--- src/rtl/spmsp_pkg.sv ---
// constants and register layout of the serial peripheral port
// ----------------------------------------------------------------------
// ----------------------------------------------------------------------
package spmsp_pkg;

    // ------------------------------------------------------------------
    // register indices, byte address is four times the index
    // ------------------------------------------------------------------
    localparam logic [5:0] SPMSP_IDX_DATA = 6'h31;
    localparam logic [5:0] SPMSP_IDX_CTRL = 6'h32;
    localparam logic [5:0] SPMSP_IDX_STAT = 6'h33;

    // ------------------------------------------------------------------
    // serial_port_control fields
    // ------------------------------------------------------------------
    localparam int SPMSP_C_IE = 7;
    localparam int SPMSP_C_PE = 6;
    localparam int SPMSP_C_DIV = 5;
    localparam int SPMSP_C_MASTER = 4;
    localparam int SPMSP_C_CLOCK_IDLE_LEVEL = 3;
    localparam int SPMSP_C_CAPTURE_EDGE_SELECT = 2;
    localparam int SPMSP_C_RATE_HI = 1;
    localparam int SPMSP_C_RATE_LO = 0;
    localparam logic [7:0] SPMSP_CTRL_RESET = 8'h00;

    // ------------------------------------------------------------------
    // serial_port_control_status fields
    // ------------------------------------------------------------------
    localparam int SPMSP_S_TCF = 7;
    localparam int SPMSP_S_WRITE_COLLISION_FLAG = 6;
    localparam int SPMSP_S_OVR = 5;
    localparam int SPMSP_S_MODE_FAULT_FLAG = 4;
    localparam int SPMSP_S_SOD = 2;
    localparam int SPMSP_S_SSM = 1;
    localparam int SPMSP_S_SSI = 0;
    localparam logic [2:0] SPMSP_STAT_RESET = 3'h0;

    // ------------------------------------------------------------------
    // master clock divisors of the cpu clock
    // ------------------------------------------------------------------
    localparam int SPMSP_DIV_4 = 4;
    localparam int SPMSP_DIV_8 = 8;
    localparam int SPMSP_DIV_16 = 16;
    localparam int SPMSP_DIV_32 = 32;
    localparam int SPMSP_DIV_64 = 64;
    localparam int SPMSP_DIV_128 = 128;
    localparam logic [3:0] SPMSP_LAST_EDGE = 4'hf;

endpackage : spmsp_pkg

--- src/rtl/spmsp_top.sv ---
// serial peripheral port, master or slave, with classic wishbone registers
`timescale 1ns/1ps
module spmsp_top (
    // clock and reset
    input wire logic clk_sys,
    input wire logic reset,
    // wishbone slave
    input wire logic wb_cyc_i,
    input wire logic wb_stb_i,
    input wire logic wb_we_i,
    input wire logic [7:0] wb_adr_i,
    input wire logic [3:0] wb_sel_i,
    input wire logic [31:0] wb_dat_i,
    output logic [31:0] wb_dat_o,
    output logic wb_ack_o,
    // serial clock pin
    input wire logic sck_i,
    output logic sck_o,
    output logic sck_oe,
    // data pins
    input wire logic mosi_i,
    output logic mosi_o,
    output logic mosi_oe,
    input wire logic miso_i,
    output logic miso_o,
    output logic miso_oe,
    // slave select pin, active low
    input wire logic ss_n_i,
    // low power and interrupt
    input wire logic halt_mode,
    output logic irq,
    output logic halt_wake
);
    import spmsp_pkg::*;

    // ------------------------------------------------------------------
    // pin synchronisers
    // ------------------------------------------------------------------
    logic [1:0] sck_sync;
    logic [1:0] mosi_sync;
    logic [1:0] miso_sync;
    logic [1:0] ss_sync;
    logic sck_prev;

    // two stages each; only stage 1 feeds logic
    always_ff @(posedge clk_sys) begin
        if (reset) begin
            sck_sync <= 2'h0;
            mosi_sync <= 2'h0;
            miso_sync <= 2'h0;
            ss_sync <= 2'h3;
            sck_prev <= 1'b0;
        end else begin
            sck_sync <= {sck_sync[0], sck_i};
            mosi_sync <= {mosi_sync[0], mosi_i};
            miso_sync <= {miso_sync[0], miso_i};
            ss_sync <= {ss_sync[0], ss_n_i};
            sck_prev <= sck_sync[1];
        end
    end

    // ------------------------------------------------------------------
    // registers and state
    // ------------------------------------------------------------------
    logic [7:0] ctrl;
    logic tcf, write_collision_flag, overrun_flag, mode_fault_flag;
    logic sod, ssm, soft_select_level;
    logic tcf_armed, write_collision_flag_armed, mode_fault_flag_armed;
    logic [7:0] rx_buf;
    logic [7:0] shreg;
    logic out_bit;
    logic busy;
    logic [3:0] edge_cnt;
    logic sck_lvl;
    logic [6:0] div_cnt;
    logic done;
    logic tail;
    logic [2:0] cap_dly;
    logic halt_ok;

    // ------------------------------------------------------------------
    // bus decode
    // ------------------------------------------------------------------
    logic req, wr, rd, lane0;
    logic hit_data, hit_ctrl, hit_stat;
    assign req = wb_cyc_i & wb_stb_i & ~wb_ack_o;
    assign wr = req & wb_we_i;
    assign rd = req & ~wb_we_i;
    assign lane0 = wb_sel_i[0];
    assign hit_data = wb_adr_i[7:2] == SPMSP_IDX_DATA;
    assign hit_ctrl = wb_adr_i[7:2] == SPMSP_IDX_CTRL;
    assign hit_stat = wb_adr_i[7:2] == SPMSP_IDX_STAT;

    // ------------------------------------------------------------------
    // derived controls
    // ------------------------------------------------------------------
    logic pe, master, capture_edge_select, clock_idle_level, ie;
    logic ss_int, master_on, slave_on, in_xfer;
    logic data_wr, data_rd, data_acc, stat_acc, stat_rd, ctrl_wr;
    logic collide, load, fault;
    logic [6:0] half;
    logic m_tick, s_edge, edge_ev, din;

    assign pe = ctrl[SPMSP_C_PE];
    assign master = ctrl[SPMSP_C_MASTER];
    assign capture_edge_select = ctrl[SPMSP_C_CAPTURE_EDGE_SELECT];
    assign clock_idle_level = ctrl[SPMSP_C_CLOCK_IDLE_LEVEL];
    assign ie = ctrl[SPMSP_C_IE];
    // software select replaces the pin when chosen
    assign ss_int = ssm ? soft_select_level : ss_sync[1];
    assign master_on = pe & master;
    assign slave_on = pe & ~master;
    assign data_wr = wr & lane0 & hit_data;
    assign data_rd = rd & hit_data;
    assign data_acc = req & hit_data;
    assign stat_acc = req & hit_stat;
    assign stat_rd = rd & hit_stat;
    assign ctrl_wr = wr & lane0 & hit_ctrl;

    // a slave with phase 0 and select low may not touch the shifter
    assign in_xfer = master ? busy
                   : ((edge_cnt != 4'h0) | (~capture_edge_select & ~ss_int));
    assign collide = data_wr & pe & in_xfer;
    // complete flag blocks writes until status accessed
    assign load = data_wr & ~collide & ~(tcf & ~tcf_armed);

    // rate select, ignored in slave mode
    always_comb begin
        unique case ({ctrl[SPMSP_C_DIV], ctrl[SPMSP_C_RATE_HI],
                      ctrl[SPMSP_C_RATE_LO]})
            3'h4: half = 7'(SPMSP_DIV_4 / 2);
            3'h0: half = 7'(SPMSP_DIV_8 / 2);
            3'h1: half = 7'(SPMSP_DIV_16 / 2);
            3'h6: half = 7'(SPMSP_DIV_32 / 2);
            3'h2: half = 7'(SPMSP_DIV_64 / 2);
            default: half = 7'(SPMSP_DIV_128 / 2);
        endcase
    end

    // halt freezes the master clock generator
    assign m_tick = master_on & busy & ~halt_mode & ~tail
                  & (div_cnt == half - 7'h1);
    // a halted slave runs only if it was selected at halt entry
    assign s_edge = slave_on & ~ss_int & (sck_sync[1] != sck_prev)
                  & (~halt_mode | halt_ok);
    assign edge_ev = m_tick | s_edge;
    assign din = master ? miso_sync[1] : mosi_sync[1];
    assign fault = master_on & ~ss_int & ~halt_mode;

    // ------------------------------------------------------------------
    // master clock divider
    // ------------------------------------------------------------------
    always_ff @(posedge clk_sys) begin
        if (reset) begin
            div_cnt <= 7'h0;
        end else if (load | ~busy | ~master_on) begin
            div_cnt <= 7'h0;
        end else if (~halt_mode) begin
            div_cnt <= m_tick ? 7'h0 : div_cnt + 7'h1;
        end
    end

    // ------------------------------------------------------------------
    // shift engine, sixteen clock edges per byte
    // ------------------------------------------------------------------
    always_ff @(posedge clk_sys) begin
        if (reset) begin
            shreg <= 8'h00;
            out_bit <= 1'b0;
            busy <= 1'b0;
            edge_cnt <= 4'h0;
            sck_lvl <= 1'b0;
            done <= 1'b0;
            tail <= 1'b0;
            cap_dly <= 3'h0;
        end else begin
            done <= 1'b0;
            // a master bit returns through the clock register and two
            // sync flops, so it is put in place three cycles late
            cap_dly <= {cap_dly[1:0], m_tick & (edge_cnt[0] == capture_edge_select)};
            if (load) begin
                shreg <= wb_dat_i[7:0];
                out_bit <= wb_dat_i[7];
                busy <= master_on;
                edge_cnt <= 4'h0;
                sck_lvl <= clock_idle_level;
                tail <= 1'b0;
                cap_dly <= 3'h0;
            end else if (~pe) begin
                // disabled or faulted: drop any byte in flight
                busy <= 1'b0;
                edge_cnt <= 4'h0;
                sck_lvl <= clock_idle_level;
                tail <= 1'b0;
                cap_dly <= 3'h0;
            end else if (edge_ev) begin
                if (edge_cnt[0] == capture_edge_select) begin
                    shreg <= {shreg[6:0], ~master & din};
                end else begin
                    out_bit <= shreg[7];
                end
                edge_cnt <= edge_cnt + 4'h1;
                if (master) begin
                    sck_lvl <= ~sck_lvl;
                end
                if (edge_cnt == SPMSP_LAST_EDGE) begin
                    // a master waits for its last late bit
                    tail <= master;
                    done <= ~master;
                end
            end else begin
                if (tail & (cap_dly == 3'h0)) begin
                    done <= 1'b1;
                    busy <= 1'b0;
                    tail <= 1'b0;
                end
                if (~master & ss_int) begin
                    edge_cnt <= 4'h0;
                end
                if (~busy) begin
                    sck_lvl <= clock_idle_level;
                end
            end
            if (cap_dly[2] & pe & ~load) begin
                shreg[0] <= din;
            end
        end
    end

    // ------------------------------------------------------------------
    // control register, with fault handling
    // ------------------------------------------------------------------
    always_ff @(posedge clk_sys) begin
        if (reset) begin
            ctrl <= SPMSP_CTRL_RESET;
        end else if (fault) begin
            ctrl[SPMSP_C_PE] <= 1'b0;
            ctrl[SPMSP_C_MASTER] <= 1'b0;
        end else if (ctrl_wr) begin
            ctrl <= wb_dat_i[7:0];
            if (mode_fault_flag & ~mode_fault_flag_armed) begin
                // no enable or master while a fault is pending
                ctrl[SPMSP_C_PE] <= wb_dat_i[SPMSP_C_PE] & pe;
                ctrl[SPMSP_C_MASTER] <= wb_dat_i[SPMSP_C_MASTER] & master;
            end
        end
    end

    // status register writable bits
    always_ff @(posedge clk_sys) begin
        if (reset) begin
            {sod, ssm, soft_select_level} <= SPMSP_STAT_RESET;
        end else if (wr & lane0 & hit_stat) begin
            sod <= wb_dat_i[SPMSP_S_SOD];
            ssm <= wb_dat_i[SPMSP_S_SSM];
            soft_select_level <= wb_dat_i[SPMSP_S_SSI];
        end
    end

    // ------------------------------------------------------------------
    // flags; a setting event always wins over a clear
    // ------------------------------------------------------------------
    always_ff @(posedge clk_sys) begin
        if (reset) begin
            tcf <= 1'b0;
            tcf_armed <= 1'b0;
            overrun_flag <= 1'b0;
            rx_buf <= 8'h00;
        end else begin
            if (done & tcf) begin
                overrun_flag <= 1'b1;
            end else if (stat_rd) begin
                overrun_flag <= 1'b0;
            end
            if (done & ~tcf) begin
                // later bytes are lost while the flag stands
                rx_buf <= shreg;
            end
            if (done) begin
                tcf <= 1'b1;
                tcf_armed <= 1'b0;
            end else if (data_acc & tcf_armed) begin
                tcf <= 1'b0;
                tcf_armed <= 1'b0;
            end else if (stat_acc & tcf) begin
                tcf_armed <= 1'b1;
            end
        end
    end

    // write collision: status only, cleared by status then data read
    always_ff @(posedge clk_sys) begin
        if (reset) begin
            write_collision_flag <= 1'b0;
            write_collision_flag_armed <= 1'b0;
        end else if (collide) begin
            write_collision_flag <= 1'b1;
            write_collision_flag_armed <= 1'b0;
        end else if (data_rd & write_collision_flag_armed) begin
            write_collision_flag <= 1'b0;
            write_collision_flag_armed <= 1'b0;
        end else if (stat_rd & write_collision_flag) begin
            write_collision_flag_armed <= 1'b1;
        end
    end

    // mode fault flag and its clearing sequence
    always_ff @(posedge clk_sys) begin
        if (reset) begin
            mode_fault_flag <= 1'b0;
            mode_fault_flag_armed <= 1'b0;
        end else if (fault) begin
            mode_fault_flag <= 1'b1;
            mode_fault_flag_armed <= 1'b0;
        end else if (ctrl_wr & mode_fault_flag_armed) begin
            mode_fault_flag <= 1'b0;
            mode_fault_flag_armed <= 1'b0;
        end else if (stat_rd & mode_fault_flag) begin
            mode_fault_flag_armed <= 1'b1;
        end
    end

    // ------------------------------------------------------------------
    // halt entry: remember whether the slave was selected
    // ------------------------------------------------------------------
    always_ff @(posedge clk_sys) begin
        if (reset) begin
            halt_ok <= 1'b0;
        end else if (~halt_mode) begin
            halt_ok <= slave_on & ~ss_int;
        end
    end

    // ------------------------------------------------------------------
    // interrupt request and halt wakeup
    // ------------------------------------------------------------------
    always_ff @(posedge clk_sys) begin
        if (reset) begin
            irq <= 1'b0;
            halt_wake <= 1'b0;
        end else begin
            // runs in wait as well, so any event except write collision wakes the cpu
            irq <= ie & (tcf | mode_fault_flag | overrun_flag);
            // only transfer complete leaves halt
            halt_wake <= halt_mode & halt_ok & ie & tcf;
        end
    end

    // ------------------------------------------------------------------
    // pin drivers; nothing driven while the port is off
    // ------------------------------------------------------------------
    always_ff @(posedge clk_sys) begin
        if (reset) begin
            sck_o <= 1'b0;
            sck_oe <= 1'b0;
            mosi_o <= 1'b0;
            mosi_oe <= 1'b0;
            miso_o <= 1'b0;
            miso_oe <= 1'b0;
        end else begin
            sck_o <= master_on ? sck_lvl : clock_idle_level;
            sck_oe <= master_on;
            mosi_o <= out_bit;
            mosi_oe <= master_on & ~sod;
            miso_o <= out_bit;
            // a deselected slave leaves the shared line alone
            miso_oe <= slave_on & ~sod & ~ss_int;
        end
    end

    // ------------------------------------------------------------------
    // wishbone answer: one wait state, unmapped reads give zero
    // ------------------------------------------------------------------
    always_ff @(posedge clk_sys) begin
        if (reset) begin
            wb_ack_o <= 1'b0;
            wb_dat_o <= 32'h00000000;
        end else begin
            wb_ack_o <= req;
            if (rd) begin
                unique case (1'b1)
                    hit_data: wb_dat_o <= {24'h000000, rx_buf};
                    hit_ctrl: wb_dat_o <= {24'h000000, ctrl};
                    hit_stat: wb_dat_o <= {24'h000000, tcf, write_collision_flag, overrun_flag,
                                           mode_fault_flag, 1'b0, sod, ssm, soft_select_level};
                    default: wb_dat_o <= 32'h00000000;
                endcase
            end
        end
    end

endmodule // spmsp_top

--- config.mk ---
export PLATFORM = sky130hd
export DESIGN_NAME = spmsp_top
export DESIGN_NICKNAME = d
export VERILOG_FILES = /design/src/rtl/spmsp_pkg.sv /design/src/rtl/spmsp_top.sv
export SDC_FILE = /design/constraint.sdc
export NUM_CORES = 1
export LEC_CHECK = 0
export ABC_AREA = 0
export BUFFER_PORTS_ARGS = -buffer_cell sky130_fd_sc_hd__buf_2
export CAP_MARGIN = 10
export CORE_MARGIN = 3
export CORE_UTILIZATION = 53
export DETAILED_ROUTE_END_ITERATION = 8
export PLACE_DENSITY_LB_ADDON = 0.15
export RECOVER_POWER = 25
export SLEW_MARGIN = 20
export SYNTH_ARGS = -nofsm -noshare
export SYNTH_HDL_FRONTEND = slang
export SYNTH_SLANG_ARGS = --single-unit
--- constraint.sdc ---
create_clock -name clk_sys -period 3.31 [get_ports clk_sys]
set_input_delay 0.4965 -clock clk_sys [delete_from_list [all_inputs] [get_ports clk_sys]]
set_output_delay 0.4965 -clock clk_sys [all_outputs]
set_load 0.03 [all_outputs]
# Yosys cells after proc, flatten, opt, wreduce, memory -nomap -nowiden
# Cells that the tools add are included.
# W data, S select, Z words.
# classes
n_addsub	3
eq_ne	17
mux	42
bitwise_logic	79
n_reduce_logical	28
# op_table
cell	count
$and A1 B1 Y1	53
$pmux W7 S5	1
$mux W1	33
$mux W8	4
$pmux W8 S3	1
$not A1 Y1	19
$eq A6 B6 Y1 const B	3
$reduce_bool A2 Y1	9
$reduce_or A3 Y1	4
$reduce_and A3 Y1	3
$reduce_bool A3 Y1	3
$mux W4	2
$reduce_and A2 Y1	4
$add A7 B1 Y7 const B	1
$eq A7 B7 Y1	1
$mux W7	1
$or A1 B1 Y1	7
$sub A7 B1 Y7 const B	1
$eq A3 B3 Y1 const B	2
$logic_not A3 Y1	2
$add A4 B1 Y4 const B	1
$eq A4 B4 Y1 const B	1
$ne A4 B2 Y1 const B	1
$ne A4 B4 Y1 const B	1
other kinds (10)	11
# totals
regBits	103
in_bits	54
out_inout_bits	41
elab_cells	207

# Logic depth before layout (Yosys ltp)
# Gate-level depths: netlist of run 1.
# logic_depth
word_depth	14
depth_mapped	10
mapped_depth_nobuf	8

# Worst setup path before layout of run 1
# OpenSTA, ideal clock, no wires.
# synth_timing
path_type	reg2reg
start	register ctrl[5]
end	register shreg[0]
setup_ns	0.067
arrival_ns	2.361
required_ns	3.243
setup_slack_ns	0.882
stages_incl_launch_ff	11
path_buffers	2
period_less_slack_ns	2.428
cell_sequence	dfxtp_1 > buf_6 > or3b_1 > ha_1 > xnor2_1 > nor4_1 > nand3b_1 > o221a_1 > buf_6 > a22o_1 > a21oi_2
# synth_via
elab_chain_cells	8
elab_cells_between_ends	12
cone_classes	1 x add/sub; 5 x eq/ne; 1 x mux; 2 x bitwise; 3 x reduce/logical
# synth_lines
item	line_no	text
start, declared	spmsp_top.sv:65	logic [7:0] ctrl;
start signal, assigned	spmsp_top.sv:240	ctrl <= wb_dat_i[7:0];
start signal, assigned by index	spmsp_top.sv:243	ctrl[SPMSP_C_PE] <= wb_dat_i[SPMSP_C_PE] & pe;
start signal, assigned by index	spmsp_top.sv:244	ctrl[SPMSP_C_MASTER] <= wb_dat_i[SPMSP_C_MASTER] & master;
$eq A3 B2 Y1, or another cell as far along	spmsp_top.sv:129	unique case ({ctrl[SPMSP_C_DIV], ctrl[SPMSP_C_RATE_HI],
$pmux W7 S5 (*)	spmsp_top.sv:129	
$sub A7 B1 Y7 (*)	spmsp_top.sv:142	& (div_cnt == half - 7'h1);
$eq A7 B7 Y1 (*)	spmsp_top.sv:142	
$and A1 B1 Y1 (*)	spmsp_top.sv:142	
$or A1 B1 Y1 (*)	spmsp_top.sv:146	assign edge_ev = m_tick | s_edge;
$reduce_bool A3 Y1 (no line) (*)	-	
$reduce_and A3 Y1 (no line) (*)	-	
end signal, assigned	spmsp_top.sv:182	shreg <= wb_dat_i[7:0];
end signal, assigned	spmsp_top.sv:198	shreg <= {shreg[6:0], ~master & din};
end signal, assigned	spmsp_top.sv:225	shreg[0] <= din;
end, declared	spmsp_top.sv:70	logic [7:0] shreg;
# Every way passes the cells marked *; elsewhere a longest branch is shown, timed or not.
# A chain may end at the register's enable or synchronous reset.

# Worst setup path in the final report of run 1
# Ends and elaborated chain as after synthesis.

==> flow_summary.toml, run 1 <==
[timing]
worst_pin_slew_ns = 2.458
setup_total_negative_slack_ns = 0
slew_headroom = -0.6385
finalMaxSlewViolations = 59
setup_viol = 0
setup_slack_ns = 0.4452
final-hold-violation-count = 0
hold_ws_ns = 0.3123
timing.fmax_mhz = 349.1
clock_skew_ns = 0.005096
rsz0062_at_grt = "no"
layout_min_cycle_time_ns = 2.865
finalCritPeriodShare = 0.8655

[detailed_routing]
dr.pass1.iters = 5
postRouteAntennaNets = 0
vias = 2901
wirelength_microns = 7872
vias_per_cell = 5.246
drt-wirelength-per-cell_microns = 14.24
drc = 0
first_iter_violations = 176

[synthesis]
avgSynthCellArea_sq_um = 9.058
synth_edf_count = 0
synth-seq-area-share = 0.4187
synth-seq-cells = 79
synth_flop_cell = "dfxtp_1"
yosysWarnings = 0
async_flop_share = 0
syn-cell-area_sq_mm = 0.003777
synth_cells = 417
ys_types = 61

[placement]
dpl.cell_count = 537
place_area_sq_mm = 0.003915
gp_congestion = 0.8392
dp_slack_ns = 0.4855
io_buffers = 41
hpwl_microns = 5674

[final_layout]
n_antenna_cell = 0
fin_cells = 553
multi_input_area_sq_mm = 0.001937
drive_above_1_share = 0.1751
fillerInstances = 632
register_area_sq_mm = 0.001582
post-route-util = 0.5956
final_nets = 510
final_cell_area_sq_mm = 0.004091
syn2layout_area_growth_pct = 8.314

[clocking]
cts_buffers = 9
clock_path_buffers = 2
clk_latency_ns = 0.36
ctsResizeCount = 0
cts_tree = "yes"
htreeDepth = 3
clkTransAtPathRegs_ns = 0.08
post_cts_buffers = 0
clockRootBuffer = "clkbuf_8"
clock-sinks = 79
cts_hold_buf = 0

[power_and_ir_drop]
totalPowerFinal_mw = 1.778
ir_drop_mv = 0.3154
leakagePower_nw = 1.653
p_per_area_mw_per_mm2 = 434.7

[worst_setup_path]
path_max_fanout = 9
crit_type = "reg -> reg"
endpoint_kind = "register"
arrival_ns = 3.14
cp_data_required_time_ns = 3.58
r2r_cells = 8
cp-start-kind = "register"

[floorplan]
coreArea_sq_mm = 0.006869
die_h_microns = 90.42
rows = 30
start_util = 0.5499
dieArea_sq_mm = 0.008176
die_w_microns = 90.42
ios = 95

[outcome]
failed_checks = "capacitance limit, slew limit"
status = "finished, violations left"

[grt]
grt_max_degree = 59
track_usage = 0.1966
grt_pass1_wl_microns = 12760
grt_pass1_vias = 2590
overflow = 0
antenna_found_initial = 0

[flow_run]
cap_violations = 1

[worst_hold_path]
hold_path_class = "in -> reg"
holdPathStages = 2
metal layers:
layer / wire length [microns] / part of all wire / track usage
met4: 83 / 0.011 / 0.07653
met2: 3565 / 0.45 / 0.2993
met1: 3814 / 0.48 / 0.2709
met3: 409 / 0.052 / 0.04500
met5: 0 / 0 / 0
logic make-up (layout without fill, tap and decap cells):
| logic type | Yosys count | after routing | share of synthesized area |
|---|---|---|---|
| AO/OA/AOI/OAI | 58 | 58 | 0.1153 |
| XOR/XNOR | 12 | 12 | 0.02782 |
| adder cells (fa/ha/maj) | 4 | 4 | 0.01325 |
| buffers and inverters | 52 | 69 | 0.08943 |
| flip-flops | 79 | 79 | 0.4187 |
| multiplexers | 35 | 35 | 0.09573 |
| other | 1 | 24 | 0.0009928 |
| AND/OR/NAND/NOR | 176 | 176 | 0.2388 |
worst max-delay path, stage by stage, from the launching register on:
cell and delay, ns:
dfxtp_1 0.53, or3b_1 0.45, ha_1 0.33, xnor2_1 0.14, nor4_1 0.34, nand3b_1 0.12
o221a_1 0.44, a22o_1 0.30, a21oi_2 0.12
flip-flops by register name, summed over array words and instances, names as in the netlist, 2 cells and up:
name       count
ctrl           8
rx_buf         8
div_cnt        7
cap_dly        3
shreg          8
ss_sync        2
edge_cnt       4
miso_sync      2
wb_dat_o       8
sck_sync       2
mosi_sync      2
power by group:
group / leakage, nW / total [mW] / switching, mW / internal (mW)
clock: 0.0895 / 0.703 / 0.354 / 0.349
combinational: 0.925 / 0.112 / 0.0843 / 0.0279
sequential: 0.639 / 0.963 / 0.00371 / 0.959
cell usage in the layout (no fill, tap or decap), types with 5 or more instances in the layout:
cell type,count
nand2b_1,7
conb_1,24
xor2_1,7
xnor2_1,5
nand2_1,38
clkbuf_1,5
a21oi_1,25
dfxtp_1,79
nor3_1,7
clkbuf_8,9
nor2_1,59
nor2b_1,14
buf_2,39
a211oi_1,9
mux2i_1,26
nand3_1,16
mux2_2,7
inv_1,7
area by class of cell:
type	count	area share
multi-input cells	309	0.4734
flip-flops and latches	79	0.3865
repair buffers	46	0.05780
clock buffers	11	0.03211
well taps	96	0.02936
clock inverters	5	0.01437
inverters	7	0.006422
worst paths after layout:
| check | endpoint | startpoint | slack [ns] |
|---|---|---|---|
| max reg2reg | shreg[0]$_SDFFE_PP0P_ | ctrl[5]$_SDFFE_PP0P_ | 0.45 |
| max | shreg[0]$_SDFFE_PP0P_ | ctrl[5]$_SDFFE_PP0P_ | 0.45 |
| min reg2reg | ss_sync[1]$_SDFF_PP1_ | ss_sync[0]$_SDFF_PP1_ | 0.43 |
| min | ss_sync[0]$_SDFF_PP1_ | ss_n_i | 0.31 |
Yosys cell counts, drive strengths merged (4+ instances only):
master  instances  area share
and3b           4      0.0093
inv             7      0.0070
nand2b          7       0.012
xnor2           5       0.012
nand3          16       0.021
mux2i          26       0.069
nor2           59       0.059
clkbuf         11       0.011
ha              4       0.013
a211oi          9       0.018
or3             4      0.0070
dfxtp          79        0.42
a21oi          27       0.040
mux2            9       0.027
xor2            7       0.016
buf            34       0.072
nand2          39       0.041
nor3            7      0.0093
nor2b          14       0.023
(Power assumes the default switching activity.)
==> run 2: changes to the inputs <==
- CORE_UTILIZATION: 53 -> 48
- clock period: 3.31 -> 2.35 ns (I/O delays scaled with it)
==> run 2 against run 1 <==
Highest routed layer unchanged; critical endpoint is now shreg[1]$_SDFFE_PP0P_; final cell count increased by 4.2%; the flow now finishes without violations; critical path type unchanged; largest cell class unchanged; fmax grew 27%; worst setup slack worse by 0.35 ns.
==> flow_summary.toml, run 2 (synthesis gave the netlist of run 1 again) <==
[power_and_ir_drop]
ir_drop_mv = 0.3419
totalPowerFinal_mw = 2.601
p_per_area_mw_per_mm2 = 597.6
leakagePower_nw = 1.783

[detailed_routing]
postRouteAntennaNets = 0
wirelength_microns = 8425
vias_per_cell = 5.214
dr.pass1.iters = 5
drc = 0
vias = 3003
drt-wirelength-per-cell_microns = 14.63
first_iter_violations = 138

[clocking]
clkTransAtPathRegs_ns = 0.08
cts_buffers = 9
clock-sinks = 79
clk_latency_ns = 0.35
cts_tree = "yes"
clock_path_buffers = 2
htreeDepth = 3
clockRootBuffer = "clkbuf_8"
cts_hold_buf = 0

[final_layout]
multi_input_area_sq_mm = 0.002011
final_cell_mix = "dfxtp_1, nor2_1, nand2_1, buf_2, mux2i_1"
fillerInstances = 680
final_common_cell = "dfxtp_1"
syn2layout_area_growth_pct = 15.24
register_area_sq_mm = 0.001585
final_nets = 530
final_cell_area_sq_mm = 0.004353
drive_above_1_share = 0.2243
n_antenna_cell = 0

[floorplan]
rows = 31
coreArea_sq_mm = 0.007447
die_w_microns = 94.71
start_util = 0.5072
ios = 95
dieArea_sq_mm = 0.008970
die_h_microns = 94.71

[worst_setup_path]
cp-start-kind = "register"
crit_type = "reg -> reg"
cp_data_required_time_ns = 2.58
endpoint_kind = "register"
arrival_ns = 2.48
path_max_fanout = 6
r2r_cells = 9
worstReg2RegEnd = "shreg[1]$_SDFFE_PP0P_"
rrSetupSlack_ns = 0.1
reg2reg_from = "edge_cnt[1]$_SDFFE_PP0P_"

[grt]
grt_pass1_vias = 2726
track_usage = 0.1954
antenna_found_initial = 0
grt_max_degree = 59
overflow = 0
grt_pass1_wl_microns = 13540

[timing]
timing.fmax_mhz = 444.0
clock_skew_ns = 0.01130
rsz0062_at_grt = "no"
slew_headroom = 0.5922
finalCritPeriodShare = 0.9583
finalMaxSlewViolations = 0
setup_slack_ns = 0.09792
layout_min_cycle_time_ns = 2.252
worst_pin_slew_ns = 0.6104
setup_viol = 0
final-hold-violation-count = 0

[worst_hold_path]
hold_path_class = "in -> reg"
worstHoldStart = "ss_n_i"
holdPathStages = 2
whs_endpoint = "ss_sync[0]$_SDFF_PP1_"

[placement]
place_area_sq_mm = 0.004073
io_buffers = 41
dp_slack_ns = -0.04962
gp_congestion = 0.8203
hpwl_microns = 6045

[flow_run]
cap_violations = 0

[outcome]
status = "completed"
run 2: cell types whose count changed in the layout (fill, tap and decap cells not counted), moves of 2 or more:
cell	change
buf_4	+19
buf_2	-7
clkbuf_1	+5
clkbuf_8	+3
dfxtp_1	-3
dfxtp_2	+3
xnor2_1	-2
xnor2_2	+2
run 2: per-stage QoR:
stage / instances / TNS, ns / util / hold slack, ns
5_1_grt: 576 / 0 / 0.5845 / 0.1807
6_report: 576 / 0 / 0.5845 / 0.1790
3_3_place_gp: 558 / -0.09845 / 0.5469 / 0.3940
3_5_place_dp: 558 / -0.2884 / 0.5469 / 0.4074
4_1_cts: 576 / -0.03920 / 0.5820 / 0.1755
2_1_floorplan: 440 / 0 / - / 0.3895
run 2: power breakdown:
group	switching, mW	internal (mW)
Sequential	0.00503	1.35
Clock	0.501	0.580
Combinational	0.121	0.0420
Total	0.628	1.97
run 2: how the worst max path moves through the flow:
stage | endpoint | slack (ns) | from | cells past startpoint
2_1_floorplan | shreg[0]$_SDFFE_PP0P_ | 0.004 | ctrl[5]$_SDFFE_PP0P_ | 10
3_3_place_gp | shreg[4]$_SDFFE_PP0P_ | -0.02 | ctrl[0]$_SDFFE_PP0P_ | 9
3_5_place_dp | shreg[5]$_SDFFE_PP0P_ | -0.05 | ctrl[0]$_SDFFE_PP0P_ | 9
4_1_cts | shreg[1]$_SDFFE_PP0P_ | -0.03 | ctrl[5]$_SDFFE_PP0P_ | 9
5_1_grt | shreg[2]$_SDFFE_PP0P_ | 0.002 | edge_cnt[1]$_SDFFE_PP0P_ | 9
6_report | shreg[1]$_SDFFE_PP0P_ | 0.1 | edge_cnt[1]$_SDFFE_PP0P_ | 9
run 2: routing by layer:
layer  part of all wire  track usage  wire [microns]  up-vias
met5                  0            0               0        -
li1                   -            -               -     1497
met4             0.0095      0.05529              80        0
met1               0.47       0.2660            3930     1401
met2               0.47       0.3147            3918       96
met3              0.059      0.03825             495        9
run 2: cell type report:
class,instances,area share
inverters,7,0.006036
flip-flops and latches,79,0.3642
repair buffers,66,0.08968
clock buffers,12,0.03794
clock inverters,4,0.01179
multi-input cells,309,0.4619
well taps,99,0.02846
run 2: what timing repair did:
action | 4_1_cts | 5_1_grt
setup buffers | 2 | 0
hold endpoints to repair | 0 | 0
endpoints found under the setup margin | 20 | 22
resized for setup | 7 | 5
pin swaps | 3 | 2
run 2: critical path, stage by stage (launching register included):
cell and delay (ns):
dfxtp_1 0.35, inv_1 0.07, ha_1 0.14, nor4b_2 0.25
o21ai_2 0.15, a2111o_1 0.50, buf_4 0.20, mux2_2 0.28
mux2i_1 0.14, nor2_1 0.05
